File: src/rtcui_pkg.sv
// Constants shared by the update and alarm interrupt block.
`default_nettype none
package rtcui_pkg;
  // ==========================================
  // Register offsets
  localparam logic [7:0] SECONDS_ADDR = 8'h00;
  localparam logic [7:0] MIN_ALM_ADDR = 8'h07;
  localparam logic [7:0] HOUR_ALM_ADDR = 8'h08;
  localparam logic [7:0] DAY_ALM_ADDR = 8'h09;
  localparam logic [7:0] FLAGS_ADDR = 8'h0e;
  localparam logic [7:0] CTRL1_ADDR = 8'h0f;
  localparam logic [7:0] CTRL2_ADDR = 8'h10;
  localparam logic [7:0] COMASK_ADDR = 8'h12;
  // ==========================================
  // Field positions
  localparam int unsigned ALM_DIS_BIT = 7;
  localparam int unsigned AF_BIT = 3;
  localparam int unsigned UF_BIT = 4;
  localparam int unsigned UPDATE_PERIOD_SELECT_BIT = 4;
  localparam int unsigned WEEKDAY_OR_DATE_SELECT_BIT = 5;
  localparam int unsigned AIE_BIT = 3;
  localparam int unsigned UIE_BIT = 5;
  localparam int unsigned IRQ_CLOCK_OUT_ENABLE_BIT = 6;
  localparam int unsigned ALARM_CLOCK_OUT_ENABLE_BIT = 3;
  localparam int unsigned UPDATE_CLOCK_OUT_ENABLE_BIT = 4;
  // ==========================================
  // Reset values
  localparam logic [7:0] ALM_RESET = 8'h80;
  localparam logic [7:0] CTRL_RESET = 8'h00;
  localparam logic [2:0] FD_OFF = 3'h7;
  // ==========================================
  // Time base and timing
  localparam logic [5:0] TICK_MAX = 6'h3f;
  localparam logic [5:0] SEC_MAX = 6'h3b;
  localparam logic [5:0] BCD_TEN = 6'h0a;
  localparam int unsigned CLK_MHZ = 200;
  localparam int unsigned REL_SEC_US = 500000;
  localparam int unsigned REL_MIN_US = 7813;
  localparam int unsigned REL_SEC_CYC = REL_SEC_US * CLK_MHZ;
  localparam int unsigned REL_MIN_CYC = REL_MIN_US * CLK_MHZ;
  localparam int unsigned REL_W = 27;
endpackage
`default_nettype wire

File: src/rtcui_ub_if.sv
// Carrier between the register logic and the update event generator.
`default_nettype none
interface rtcui_ub_if;
  logic restart;
  logic sec_load;
  logic [5:0] sec_val;
  logic period_sel;
  logic evt;
  modport ctl(output restart, output sec_load, output sec_val, output period_sel, input evt);
  modport gen(input restart, input sec_load, input sec_val, input period_sel, output evt);
endinterface
`default_nettype wire

File: src/rtcui_update_gen.sv
// Update event generator: sub-second prescaler and seconds counter.
`default_nettype none
module rtcui_update_gen (
  input wire logic i_mclk,
  input wire logic i_rstn,
  input wire logic i_tick_64hz,
  rtcui_ub_if.gen ub
);
  logic [5:0] subsec_reg;
  logic [5:0] subsec_next;
  logic [5:0] sec_reg;
  logic [5:0] sec_next;
  logic evt_reg;
  logic evt_next;
  wire sec_edge;
  wire min_edge;

  // ==========================================
  // Boundary detection
  // The generator never stops; only the pin path is gated elsewhere.
  assign sec_edge = i_tick_64hz & (subsec_reg == rtcui_pkg::TICK_MAX);
  assign min_edge = sec_edge & (sec_reg == rtcui_pkg::SEC_MAX);
  // A restart clears the prescaler, so the current period is stretched.
  assign subsec_next = ub.restart ? 6'h00 : (i_tick_64hz ? 6'(subsec_reg + 6'h01) : subsec_reg);
  assign sec_next = ub.sec_load ? ub.sec_val :
                    (sec_edge ? (min_edge ? 6'h00 : 6'(sec_reg + 6'h01)) : sec_reg);
  assign evt_next = ~ub.restart & (ub.period_sel ? min_edge : sec_edge);
  assign ub.evt = evt_reg;

  // Counters and event pulse register.
  always_ff @(posedge i_mclk) begin
    if (!i_rstn) begin
      subsec_reg <= 6'h00;
      sec_reg <= 6'h00;
      evt_reg <= 1'b0;
    end else begin
      subsec_reg <= subsec_next;
      sec_reg <= sec_next;
      evt_reg <= evt_next;
    end
  end

  // ==========================================
  // Checks
  a_second_event: assert property (@(posedge i_mclk) disable iff (!i_rstn)
    (sec_edge && !ub.period_sel && !ub.restart) |=> evt_reg)
    else $error("second boundary gave no update event");
  a_minute_only: assert property (@(posedge i_mclk) disable iff (!i_rstn)
    (ub.period_sel && !min_edge) |=> !evt_reg)
    else $error("minute mode event off a minute boundary");
endmodule
`default_nettype wire

File: src/rtcui_top.sv
// Update and alarm interrupt block of the real-time clock.
//
// Contract
// Update event every second, or every minute when period select is set.
// Each update event sets the update flag; it stays until software clears it.
// Interrupt pin goes low on update event only when update enable is set.
// Pin released after 500 ms in second mode or 7.813 ms in minute mode.
// Clearing the update flag releases the pin at once.
// Clearing the update enable releases the pin at once.
// Update events keep running; the enable only gates the pin.
// Update pulse turns clock output on when its enables allow it.
// Reset bit write or seconds write alters the running update period.
// First update event comes at the next boundary, never at once.
// Host clears update enable and flag before changing update settings.
// Alarm match sets the alarm flag; pin low only with alarm enable.
// Alarm signal turns clock output on when its enables allow it.
// Day alarm compares weekday when select is 0, date when 1.
// Minutes, hours, day compared with alarm bytes at 07h to 09h.
// Each disable bit removes its field from the comparison.
// All three disables set, the reset default, gives no alarms.
// Reset bit write or seconds write shifts the next alarm time.
// Host using byte 07h as storage keeps alarm enable at 0.
// Host clears alarm enable and flag before changing alarm settings.
// An alarm fires once, when the counters move into the match; here any counter change while matching fires.
// Alarm holds pin low while flag and enable set; pin ORs sources.
`default_nettype none
module rtcui_top #(
  parameter int unsigned REL_SEC_CYCLES = rtcui_pkg::REL_SEC_CYC,
  parameter int unsigned REL_MIN_CYCLES = rtcui_pkg::REL_MIN_CYC
) (
  input wire logic i_mclk,
  input wire logic i_rstn,
  input wire logic [7:0] i_reg_addr,
  input wire logic i_reg_wr,
  input wire logic [7:0] i_reg_wdata,
  output logic [7:0] o_reg_rdata,
  input wire logic i_reset_bit_wr,
  input wire logic i_tick_64hz,
  input wire logic [6:0] i_minute_cnt,
  input wire logic [5:0] i_hour_cnt,
  input wire logic [2:0] i_weekday_cnt,
  input wire logic [5:0] i_date_cnt,
  input wire logic i_free_clock_out_enable,
  input wire logic [2:0] i_clock_out_freq_select,
  output logic o_int_n,
  output logic o_clkout_on
);
  // ==========================================
  // Declarations
  logic [7:0] min_alm_reg;
  logic [7:0] hour_alm_reg;
  logic [7:0] day_alm_reg;
  logic [7:0] ctrl1_reg;
  logic [7:0] ctrl2_reg;
  logic [7:0] comask_reg;
  logic update_flag_reg;
  logic update_flag_next;
  logic alarm_flag_reg;
  logic alarm_flag_next;
  logic upd_hold_reg;
  logic upd_hold_next;
  logic [rtcui_pkg::REL_W-1:0] rel_cnt_reg;
  logic [rtcui_pkg::REL_W-1:0] rel_cnt_next;
  logic [21:0] time_prev_reg;
  logic time_valid_reg;
  logic int_n_reg;
  logic clkout_reg;
  logic [7:0] rdata_reg;
  rtcui_ub_if ub();

  // ==========================================
  // Address decode
  wire wr_sec = i_reg_wr & (i_reg_addr == rtcui_pkg::SECONDS_ADDR);
  wire wr_min_alm = i_reg_wr & (i_reg_addr == rtcui_pkg::MIN_ALM_ADDR);
  wire wr_hour_alm = i_reg_wr & (i_reg_addr == rtcui_pkg::HOUR_ALM_ADDR);
  wire wr_day_alm = i_reg_wr & (i_reg_addr == rtcui_pkg::DAY_ALM_ADDR);
  wire wr_flags = i_reg_wr & (i_reg_addr == rtcui_pkg::FLAGS_ADDR);
  wire wr_ctrl1 = i_reg_wr & (i_reg_addr == rtcui_pkg::CTRL1_ADDR);
  wire wr_ctrl2 = i_reg_wr & (i_reg_addr == rtcui_pkg::CTRL2_ADDR);
  wire wr_comask = i_reg_wr & (i_reg_addr == rtcui_pkg::COMASK_ADDR);

  // ==========================================
  // Control fields
  wire update_period_select = ctrl1_reg[rtcui_pkg::UPDATE_PERIOD_SELECT_BIT];
  wire weekday_or_date_select = ctrl1_reg[rtcui_pkg::WEEKDAY_OR_DATE_SELECT_BIT];
  wire update_irq_enable = ctrl2_reg[rtcui_pkg::UIE_BIT];
  wire alarm_irq_enable = ctrl2_reg[rtcui_pkg::AIE_BIT];
  wire irq_clock_out_enable = ctrl2_reg[rtcui_pkg::IRQ_CLOCK_OUT_ENABLE_BIT];
  wire update_clock_out_enable = comask_reg[rtcui_pkg::UPDATE_CLOCK_OUT_ENABLE_BIT];
  wire alarm_clock_out_enable = comask_reg[rtcui_pkg::ALARM_CLOCK_OUT_ENABLE_BIT];
  wire minute_alarm_disable = min_alm_reg[rtcui_pkg::ALM_DIS_BIT];
  wire hour_alarm_disable = hour_alm_reg[rtcui_pkg::ALM_DIS_BIT];
  wire day_alarm_disable = day_alm_reg[rtcui_pkg::ALM_DIS_BIT];

  // ==========================================
  // Update event generator
  // A write of the reset bit or the seconds register restarts the period.
  assign ub.restart = i_reset_bit_wr | wr_sec;
  assign ub.sec_load = wr_sec;
  assign ub.sec_val = 6'(6'(i_reg_wdata[6:4]) * rtcui_pkg::BCD_TEN) + 6'(i_reg_wdata[3:0]);
  assign ub.period_sel = update_period_select;

  rtcui_update_gen u_gen (
    .i_mclk(i_mclk),
    .i_rstn(i_rstn),
    .i_tick_64hz(i_tick_64hz),
    .ub(ub)
  );

  // Events only come from boundaries, so enabling never fires at once.
  wire update_event_pulse = ub.evt;

  // ==========================================
  // Update flag
  // Hardware set wins over a clear written in the same cycle.
  wire uf_clear = wr_flags & ~i_reg_wdata[rtcui_pkg::UF_BIT];
  assign update_flag_next = update_event_pulse | (update_flag_reg & ~uf_clear);

  // ==========================================
  // Update pin hold and auto release
  // The release length is latched at the event, so a period select change
  // while the pin is low does not alter the current low time.
  wire [rtcui_pkg::REL_W-1:0] rel_load = update_period_select ?
    rtcui_pkg::REL_W'(REL_MIN_CYCLES - 1) : rtcui_pkg::REL_W'(REL_SEC_CYCLES - 1);
  wire upd_start = update_event_pulse & update_irq_enable;
  wire upd_kill = ~update_flag_reg | ~update_irq_enable;
  wire rel_done = (rel_cnt_reg == '0);
  assign upd_hold_next = upd_start ? 1'b1 :
                         ((upd_kill | rel_done) ? 1'b0 : upd_hold_reg);
  assign rel_cnt_next = upd_start ? rel_load :
                        ((upd_hold_reg & ~rel_done) ? rtcui_pkg::REL_W'(rel_cnt_reg - 1'b1) : rel_cnt_reg);

  // ==========================================
  // Alarm comparison
  wire [5:0] day_now = weekday_or_date_select ? i_date_cnt : {3'h0, i_weekday_cnt};
  wire minute_ok = minute_alarm_disable | (min_alm_reg[6:0] == i_minute_cnt);
  wire hour_ok = hour_alarm_disable | (hour_alm_reg[5:0] == i_hour_cnt);
  wire day_ok = day_alarm_disable | (day_alm_reg[5:0] == day_now);
  wire all_disabled = minute_alarm_disable & hour_alarm_disable & day_alarm_disable;
  wire alarm_match = ~all_disabled & minute_ok & hour_ok & day_ok;

  // Only a move of the time counters can fire, so holding a match or
  // rewriting alarm bytes raises nothing further.
  wire [21:0] time_now = {i_minute_cnt, i_hour_cnt, i_weekday_cnt, i_date_cnt};
  wire time_moved = time_valid_reg & (time_now != time_prev_reg);
  wire alarm_event_signal = alarm_match & time_moved;

  // ==========================================
  // Alarm flag
  wire af_clear = wr_flags & ~i_reg_wdata[rtcui_pkg::AF_BIT];
  assign alarm_flag_next = alarm_event_signal | (alarm_flag_reg & ~af_clear);

  // ==========================================
  // Pin and clock output
  wire alarm_pin_low = alarm_flag_reg & alarm_irq_enable;
  wire int_low = upd_hold_reg | alarm_pin_low;
  // The clock output is only switched when the free-running output is off
  // and a frequency is chosen; otherwise the source has no effect on it.
  wire co_allowed = irq_clock_out_enable & ~i_free_clock_out_enable &
                    (i_clock_out_freq_select != rtcui_pkg::FD_OFF);
  wire co_update = update_clock_out_enable & upd_hold_reg;
  wire co_alarm = alarm_clock_out_enable & alarm_pin_low;
  wire clkout_next = co_allowed & (co_update | co_alarm);

  // ==========================================
  // Read multiplexer
  wire [7:0] flags_rd = (8'(update_flag_reg) << rtcui_pkg::UF_BIT) |
                        (8'(alarm_flag_reg) << rtcui_pkg::AF_BIT);
  wire [7:0] rd_mux =
    (i_reg_addr == rtcui_pkg::MIN_ALM_ADDR) ? min_alm_reg :
    (i_reg_addr == rtcui_pkg::HOUR_ALM_ADDR) ? hour_alm_reg :
    (i_reg_addr == rtcui_pkg::DAY_ALM_ADDR) ? day_alm_reg :
    (i_reg_addr == rtcui_pkg::FLAGS_ADDR) ? flags_rd :
    (i_reg_addr == rtcui_pkg::CTRL1_ADDR) ? ctrl1_reg :
    (i_reg_addr == rtcui_pkg::CTRL2_ADDR) ? ctrl2_reg :
    (i_reg_addr == rtcui_pkg::COMASK_ADDR) ? comask_reg : 8'h00;

  // ==========================================
  // Software registers
  // Alarm bytes reset with their field excluded, so no alarm can fire.
  always_ff @(posedge i_mclk) begin
    if (!i_rstn) begin
      min_alm_reg <= rtcui_pkg::ALM_RESET;
      hour_alm_reg <= rtcui_pkg::ALM_RESET;
      day_alm_reg <= rtcui_pkg::ALM_RESET;
      ctrl1_reg <= rtcui_pkg::CTRL_RESET;
      ctrl2_reg <= rtcui_pkg::CTRL_RESET;
      comask_reg <= rtcui_pkg::CTRL_RESET;
    end else begin
      if (wr_min_alm) begin
        min_alm_reg <= i_reg_wdata;
      end
      if (wr_hour_alm) begin
        hour_alm_reg <= i_reg_wdata;
      end
      if (wr_day_alm) begin
        day_alm_reg <= i_reg_wdata;
      end
      if (wr_ctrl1) begin
        ctrl1_reg <= i_reg_wdata;
      end
      if (wr_ctrl2) begin
        ctrl2_reg <= i_reg_wdata;
      end
      if (wr_comask) begin
        comask_reg <= i_reg_wdata;
      end
    end
  end

  // Flags, hold timer and previous time sample.
  always_ff @(posedge i_mclk) begin
    if (!i_rstn) begin
      update_flag_reg <= 1'b0;
      alarm_flag_reg <= 1'b0;
      upd_hold_reg <= 1'b0;
      rel_cnt_reg <= '0;
      time_prev_reg <= 22'h000000;
      time_valid_reg <= 1'b0;
    end else begin
      update_flag_reg <= update_flag_next;
      alarm_flag_reg <= alarm_flag_next;
      upd_hold_reg <= upd_hold_next;
      rel_cnt_reg <= rel_cnt_next;
      time_prev_reg <= time_now;
      time_valid_reg <= 1'b1;
    end
  end

  // Output flops; the pin idles high.
  always_ff @(posedge i_mclk) begin
    if (!i_rstn) begin
      int_n_reg <= 1'b1;
      clkout_reg <= 1'b0;
      rdata_reg <= 8'h00;
    end else begin
      int_n_reg <= ~int_low;
      clkout_reg <= clkout_next;
      rdata_reg <= rd_mux;
    end
  end

  assign o_int_n = int_n_reg;
  assign o_clkout_on = clkout_reg;
  assign o_reg_rdata = rdata_reg;

  // ==========================================
  // Checks
  // Update flag: set by each event, cleared only by a written zero.
  a_update_flag_set: assert property (@(posedge i_mclk) disable iff (!i_rstn)
    update_event_pulse |=> update_flag_reg)
    else $error("update event did not set the flag");

  a_update_flag_sticky: assert property (@(posedge i_mclk) disable iff (!i_rstn)
    (update_flag_reg && !uf_clear) |=> update_flag_reg)
    else $error("update flag dropped without a clear");

  a_update_flag_clear: assert property (@(posedge i_mclk) disable iff (!i_rstn)
    (uf_clear && !update_event_pulse) |=> !update_flag_reg)
    else $error("update flag survived a clear write");

  // Update pin: started by an enabled event, ended by time, flag or enable.
  a_update_pin_low: assert property (@(posedge i_mclk) disable iff (!i_rstn)
    (update_event_pulse && update_irq_enable) |=> upd_hold_reg ##1 !o_int_n)
    else $error("enabled update event did not pull the pin low");

  a_update_gated: assert property (@(posedge i_mclk) disable iff (!i_rstn)
    (!update_irq_enable) |=> !upd_hold_reg)
    else $error("update hold set while disabled");

  // The length comes from the mode in force at the event.
  a_release_load: assert property (@(posedge i_mclk) disable iff (!i_rstn)
    $rose(upd_hold_reg) |-> rel_cnt_reg == ($past(update_period_select) ?
      rtcui_pkg::REL_W'(REL_MIN_CYCLES - 1) : rtcui_pkg::REL_W'(REL_SEC_CYCLES - 1)))
    else $error("auto release length wrong for the period mode");

  a_release_hold: assert property (@(posedge i_mclk) disable iff (!i_rstn)
    (upd_hold_reg && !rel_done && !upd_kill) |=> upd_hold_reg)
    else $error("pin released before the auto release time");

  a_release_end: assert property (@(posedge i_mclk) disable iff (!i_rstn)
    (upd_hold_reg && rel_done && !upd_start) |=> !upd_hold_reg)
    else $error("pin hold outlived the auto release time");

  a_flag_clear_release: assert property (@(posedge i_mclk) disable iff (!i_rstn)
    (upd_hold_reg && !update_flag_reg && !upd_start) |=> !upd_hold_reg)
    else $error("clearing the update flag did not release the pin");

  a_enable_clear_release: assert property (@(posedge i_mclk) disable iff (!i_rstn)
    (upd_hold_reg && !update_irq_enable) |=> !upd_hold_reg ##1 (o_int_n || $past(alarm_pin_low)))
    else $error("clearing the update enable did not release the pin");

  // A restart must not fire, or a seconds write could end a period early.
  a_restart_no_event: assert property (@(posedge i_mclk) disable iff (!i_rstn)
    ub.restart |=> !update_event_pulse)
    else $error("update event in the cycle after a restart");

  // Alarm flag and pin.
  a_alarm_flag_set: assert property (@(posedge i_mclk) disable iff (!i_rstn)
    alarm_event_signal |=> alarm_flag_reg)
    else $error("alarm match did not set the flag");

  a_alarm_flag_sticky: assert property (@(posedge i_mclk) disable iff (!i_rstn)
    (alarm_flag_reg && !af_clear) |=> alarm_flag_reg)
    else $error("alarm flag dropped without a clear");

  a_alarm_flag_clear: assert property (@(posedge i_mclk) disable iff (!i_rstn)
    (af_clear && !alarm_event_signal) |=> !alarm_flag_reg)
    else $error("alarm flag survived a clear write");

  a_alarm_pin: assert property (@(posedge i_mclk) disable iff (!i_rstn)
    (alarm_flag_reg && alarm_irq_enable) |=> !o_int_n)
    else $error("alarm flag with enable did not hold the pin low");

  // The shared pin is low only while some source holds it.
  a_pin_idle: assert property (@(posedge i_mclk) disable iff (!i_rstn)
    (!upd_hold_reg && !alarm_pin_low) |=> o_int_n)
    else $error("pin low with no active source");

  // The reset default of the alarm bytes keeps the alarm silent.
  a_all_disabled: assert property (@(posedge i_mclk) disable iff (!i_rstn)
    all_disabled |-> !alarm_event_signal)
    else $error("alarm fired with every field excluded");

  // A held match stays silent; only a time change can fire.
  a_alarm_once: assert property (@(posedge i_mclk) disable iff (!i_rstn)
    $stable(time_now) |-> !alarm_event_signal)
    else $error("alarm fired without a change of time");

  // Clock output request, one cycle behind its sources.
  a_clkout_cause: assert property (@(posedge i_mclk) disable iff (!i_rstn)
    o_clkout_on |-> $past(co_allowed) && ($past(co_update) || $past(co_alarm)))
    else $error("clock output on without an enabled source");

  a_clkout_on: assert property (@(posedge i_mclk) disable iff (!i_rstn)
    (co_allowed && (co_update || co_alarm)) |=> o_clkout_on)
    else $error("enabled source did not switch the clock output on");

  // The free-running output or no frequency blocks every source.
  a_clkout_off: assert property (@(posedge i_mclk) disable iff (!i_rstn)
    (!co_allowed) |=> !o_clkout_on)
    else $error("clock output on while blocked");
endmodule
`default_nettype wire

File: config.mk
export PLATFORM = sky130hd
export DESIGN_NAME = rtcui_top
export DESIGN_NICKNAME = d
export VERILOG_FILES = /design/src/rtcui_pkg.sv /design/src/rtcui_ub_if.sv /design/src/rtcui_update_gen.sv /design/src/rtcui_top.sv
export SDC_FILE = /design/constraint.sdc
export NUM_CORES = 1
export LEC_CHECK = 0
export ABC_AREA = 1
export BUFFER_PORTS_ARGS = -buffer_cell sky130_fd_sc_hd__buf_2
export CAP_MARGIN = 0
export CORE_MARGIN = 3
export CORE_UTILIZATION = 40
export DETAILED_ROUTE_END_ITERATION = 10
export REMOVE_ABC_BUFFERS = 1
export SKIP_CTS_REPAIR_TIMING = 1
export SKIP_LAST_GASP = 1
export SYNTH_ARGS = -nofsm -noshare
export SYNTH_HDL_FRONTEND = slang
export SYNTH_SLANG_ARGS = --single-unit
File: constraint.sdc
create_clock -name i_mclk -period 1.7 [get_ports i_mclk]
set_input_delay 0.255 -clock i_mclk [delete_from_list [all_inputs] [get_ports i_mclk]]
set_output_delay 0.255 -clock i_mclk [all_outputs]
set_load 0.02 [all_outputs]
==> impl_metrics.py <==
metrics = {
    "outcome": {
        "run_status": "finished clean",
    },
    "timing": {
        "worst_pin_slew_ps": 424.5,
        "maxSlewHeadroom": 0.7144,
        "grt_setup_unrepaired": "true",
        "timing.final.crit_share": 0.9389,
        "clock_skew_ps": 8.388,
        "slew_violations": 0,
        "finalSetupViolations": 0,
        "tns_ps": 0,
        "max_clock_freq_ghz": 0.6265,
        "number_of_hold_violations_in_the_final_report": 0,
        "post-route-min-period_ps": 1596,
    },
    "yosys": {
        "number_of_warnings_printed_during_yosys_synthesis": 0,
        "syn-mean-instance-area_um2": 6.874,
        "synthMuxAreaShare": 0.001574,
        "synthSimpleGateAreaFrac": 0.2786,
        "async_reset_ff_frac": 0,
        "largest_family_of_logic_cells_by_synthesized_area": "simple AND/OR/NAND/NOR gates",
        "synthAdderAreaFrac": 0.01889,
        "synth_flop_cell": "sky130_fd_sc_hd__dfxtp_1",
        "synth_cell_types": 40,
        "ys_ff_latch": 124,
        "post_synth_inst_count": 925,
        "synth_xor_xnor_area_share": 0.06061,
        "synth_compound_gate_area_share": 0.1515,
        "synth_edf_count": 0,
        "synthesis.area_mm2": 0.006359,
        "fraction_of_the_yosys_area_taken_by_sequential_cells": 0.3904,
    },
    "clock_network": {
        "clock_latency_late_sink_ps": 420,
        "clk_transition_reported_paths_ps": 60,
        "cts_tree": "yes",
        "number_of_clock_buffers_inserted_by_tritoncts": 17,
        "cts.sink_count": 124,
        "h_tree_levels": 4,
        "clock_tree.root_cell": "sky130_fd_sc_hd__clkbuf_16",
        "maximum_buffer_depth_of_the_clock_tree": 2,
    },
    "global_routing": {
        "grt_remaining_overflow": 0,
        "global_route.usage.total": 0.1950,
        "grt_start_max_net_pins": 32,
        "number_of_antenna_violations_at_the_first_check_in_global_routing": 0,
        "grt_pass1_wl_mm": 27.79,
        "via_count_of_the_first_global_routing_pass": 5633,
    },
    "power": {
        "irDropWorstVdd_mv": 0.7708,
        "power_density_mw_per_mm2": 894.6,
        "power_leakage_uw": 0.003764,
    },
    "finish": {
        "layout-drive-gt1-share": 0.1935,
        "antenna_cells": 0,
        "layout.cells.most_common": "sky130_fd_sc_hd__nand2_1",
        "final_cell_area_mm2": 0.007914,
        "flip_flop_count_of_the_largest_register_after_layout": 27,
        "layout.cells.most_common_list": "sky130_fd_sc_hd__nand2_1 (214), sky130_fd_sc_hd__inv_1 (124), sky130_fd_sc_hd__dfxtp_1 (121), sky130_fd_sc_hd__nor2_1 (94), sky130_fd_sc_hd__o21ai_0 (72)",
        "flow.area_growth_from_synthesis_pct": 24.46,
        "layout.filler_cells": 1548,
        "nets": 1092,
    },
    "route": {
        "post_drt_wl_per_cell_um": 13.30,
        "drt_iter0_markers": 448,
        "post_drt_via_cell_ratio": 4.796,
        "ant_nets": 0,
        "route.detailed.drc": 0,
        "num_vias": 6043,
        "wirelength_mm": 16.75,
        "detail_route.first_pass.iterations": 5,
    },
    "worst_setup_path": {
        "regToRegSetupSlack_ps": 100,
        "cp_data_arrival_time_ps": 1890,
        "crit_required_ps": 2000,
        "element_type_at_the_critical_path_start": "flop",
        "setup.worst_path.end_class": "flop",
        "critPathMaxFanout": 4,
        "worst-setup-path-type": "flop to flop",
    },
    "floorplanning": {
        "design.die.area_mm2": 0.01745,
        "die-width_um": 132.1,
        "initial_core_utilization": 0.4137,
        "top_level_pins": 57,
        "rows": 45,
        "floorplan_die_height_um": 132.1,
        "placeableCoreArea_mm2": 0.01537,
    },
    "placement": {
        "gp_routability_congestion": 0.8490,
        "place.port_buffers": 56,
        "postPlaceCellArea_mm2": 0.007206,
        "dp_hpwl_mm": 12.48,
    },
    "hold_path": {
        "worstHoldPathType": "input port to flop",
    },
    "job": {
        "max-cap-violations": 0,
    },
}
worst paths after layout:
path / start / endpoint / cells past startpoint
max: rel_cnt_reg[1] / rel_cnt_reg[26] / 12
max reg2reg: rel_cnt_reg[1] / rel_cnt_reg[26] / 12
min reg2reg: ctrl1_reg[1] / ctrl1_reg[1] / 2
min: i_clock_out_freq_select[0] / o_clkout_on / 2
kinds of logic after synthesis:
logic type / Yosys count
simple gates: 416
compound gates: 176
buf+inv: 155
flops: 124
xor+xnor: 44
fa+ha+maj: 9
mux: 1
Yosys cell counts (3+ instances only):
cell type / instances / share of area
sky130_fd_sc_hd__nand3_1: 50 / 0.039
sky130_fd_sc_hd__a21oi_1: 70 / 0.055
sky130_fd_sc_hd__xnor2_1: 20 / 0.028
sky130_fd_sc_hd__xor2_1: 24 / 0.033
sky130_fd_sc_hd__ha_1: 8 / 0.016
sky130_fd_sc_hd__clkbuf_1: 15 / 0.0089
sky130_fd_sc_hd__o211ai_1: 5 / 0.0059
sky130_fd_sc_hd__or2_2: 8 / 0.0079
sky130_fd_sc_hd__nand2_1: 218 / 0.13
sky130_fd_sc_hd__o21ai_0: 72 / 0.057
sky130_fd_sc_hd__dfxtp_1: 124 / 0.39
sky130_fd_sc_hd__a31oi_1: 3 / 0.0030
sky130_fd_sc_hd__nand4_1: 7 / 0.0069
sky130_fd_sc_hd__buf_6: 4 / 0.0071
sky130_fd_sc_hd__buf_4: 3 / 0.0035
sky130_fd_sc_hd__inv_1: 128 / 0.076
sky130_fd_sc_hd__nand2_2: 3 / 0.0030
sky130_fd_sc_hd__a211oi_1: 16 / 0.019
sky130_fd_sc_hd__nor2_1: 108 / 0.064
sky130_fd_sc_hd__nor2_4: 5 / 0.0089
sky130_fd_sc_hd__nor3_1: 8 / 0.0063
metrics by stage:
| stage | hold WS [ps] | worst slack [ps] | std cells | total power (uW) | utilization |
|---|---|---|---|---|---|
| floorplan | 282.7 | -163.7 | 900 | 3220 | - |
| global placement | 448.8 | -29.07 | 1224 | 3420 | 0.4688 |
| detailed placement | 447.2 | -27.59 | 1224 | 3424 | 0.4688 |
| CTS | 8.509 | 16.45 | 1256 | 7157 | 0.5084 |
| global route | 19.06 | -22.71 | 1260 | 7348 | 0.5149 |
| finish | 23.72 | 103.9 | 1260 | 7080 | 0.5149 |
power breakdown:
group          total [uW]  internal, uW  leakage, uW  switching (uW)
Sequential           2960          2940      0.00101            15.6
Combinational         404           155      0.00247             249
Clock                3720          2340     0.000288            1380
routing by layer:
layer | vias up | part of all wire | GRT usage
li1 | 3172 | - | -
met1 | 2702 | 0.51 | 0.2836
met2 | 151 | 0.43 | 0.2930
met3 | 18 | 0.050 | 0.04313
met4 | 0 | 0.012 | 0.04901
met5 | - | 0 | 0
critical path, stage by stage (launching register included):
cell                      delay [ps]
sky130_fd_sc_hd__dfxtp_2         320
sky130_fd_sc_hd__inv_2            70
sky130_fd_sc_hd__ha_4            140
sky130_fd_sc_hd__nand2_2          80
sky130_fd_sc_hd__buf_4           150
sky130_fd_sc_hd__inv_2            60
sky130_fd_sc_hd__nand2_2          80
sky130_fd_sc_hd__nor2_1          110
sky130_fd_sc_hd__nand3_1         120
sky130_fd_sc_hd__nor2_2          140
sky130_fd_sc_hd__nand3_1          80
sky130_fd_sc_hd__nand3_1          70
sky130_fd_sc_hd__o21ai_0          70
final cells by class:
class	count	area, um^2	area share
Tap cell	211	264.0	0.03336
Inverter	130	488.0	0.06166
Multi-Input combinational cell	646	3316	0.4190
Clock inverter	14	170.2	0.02150
Timing Repair Buffer	117	750.7	0.09486
Clock buffer	18	439.2	0.05549
Sequential cell	124	2486	0.3141
No activity file was read; power rests on OpenSTA's default activity.
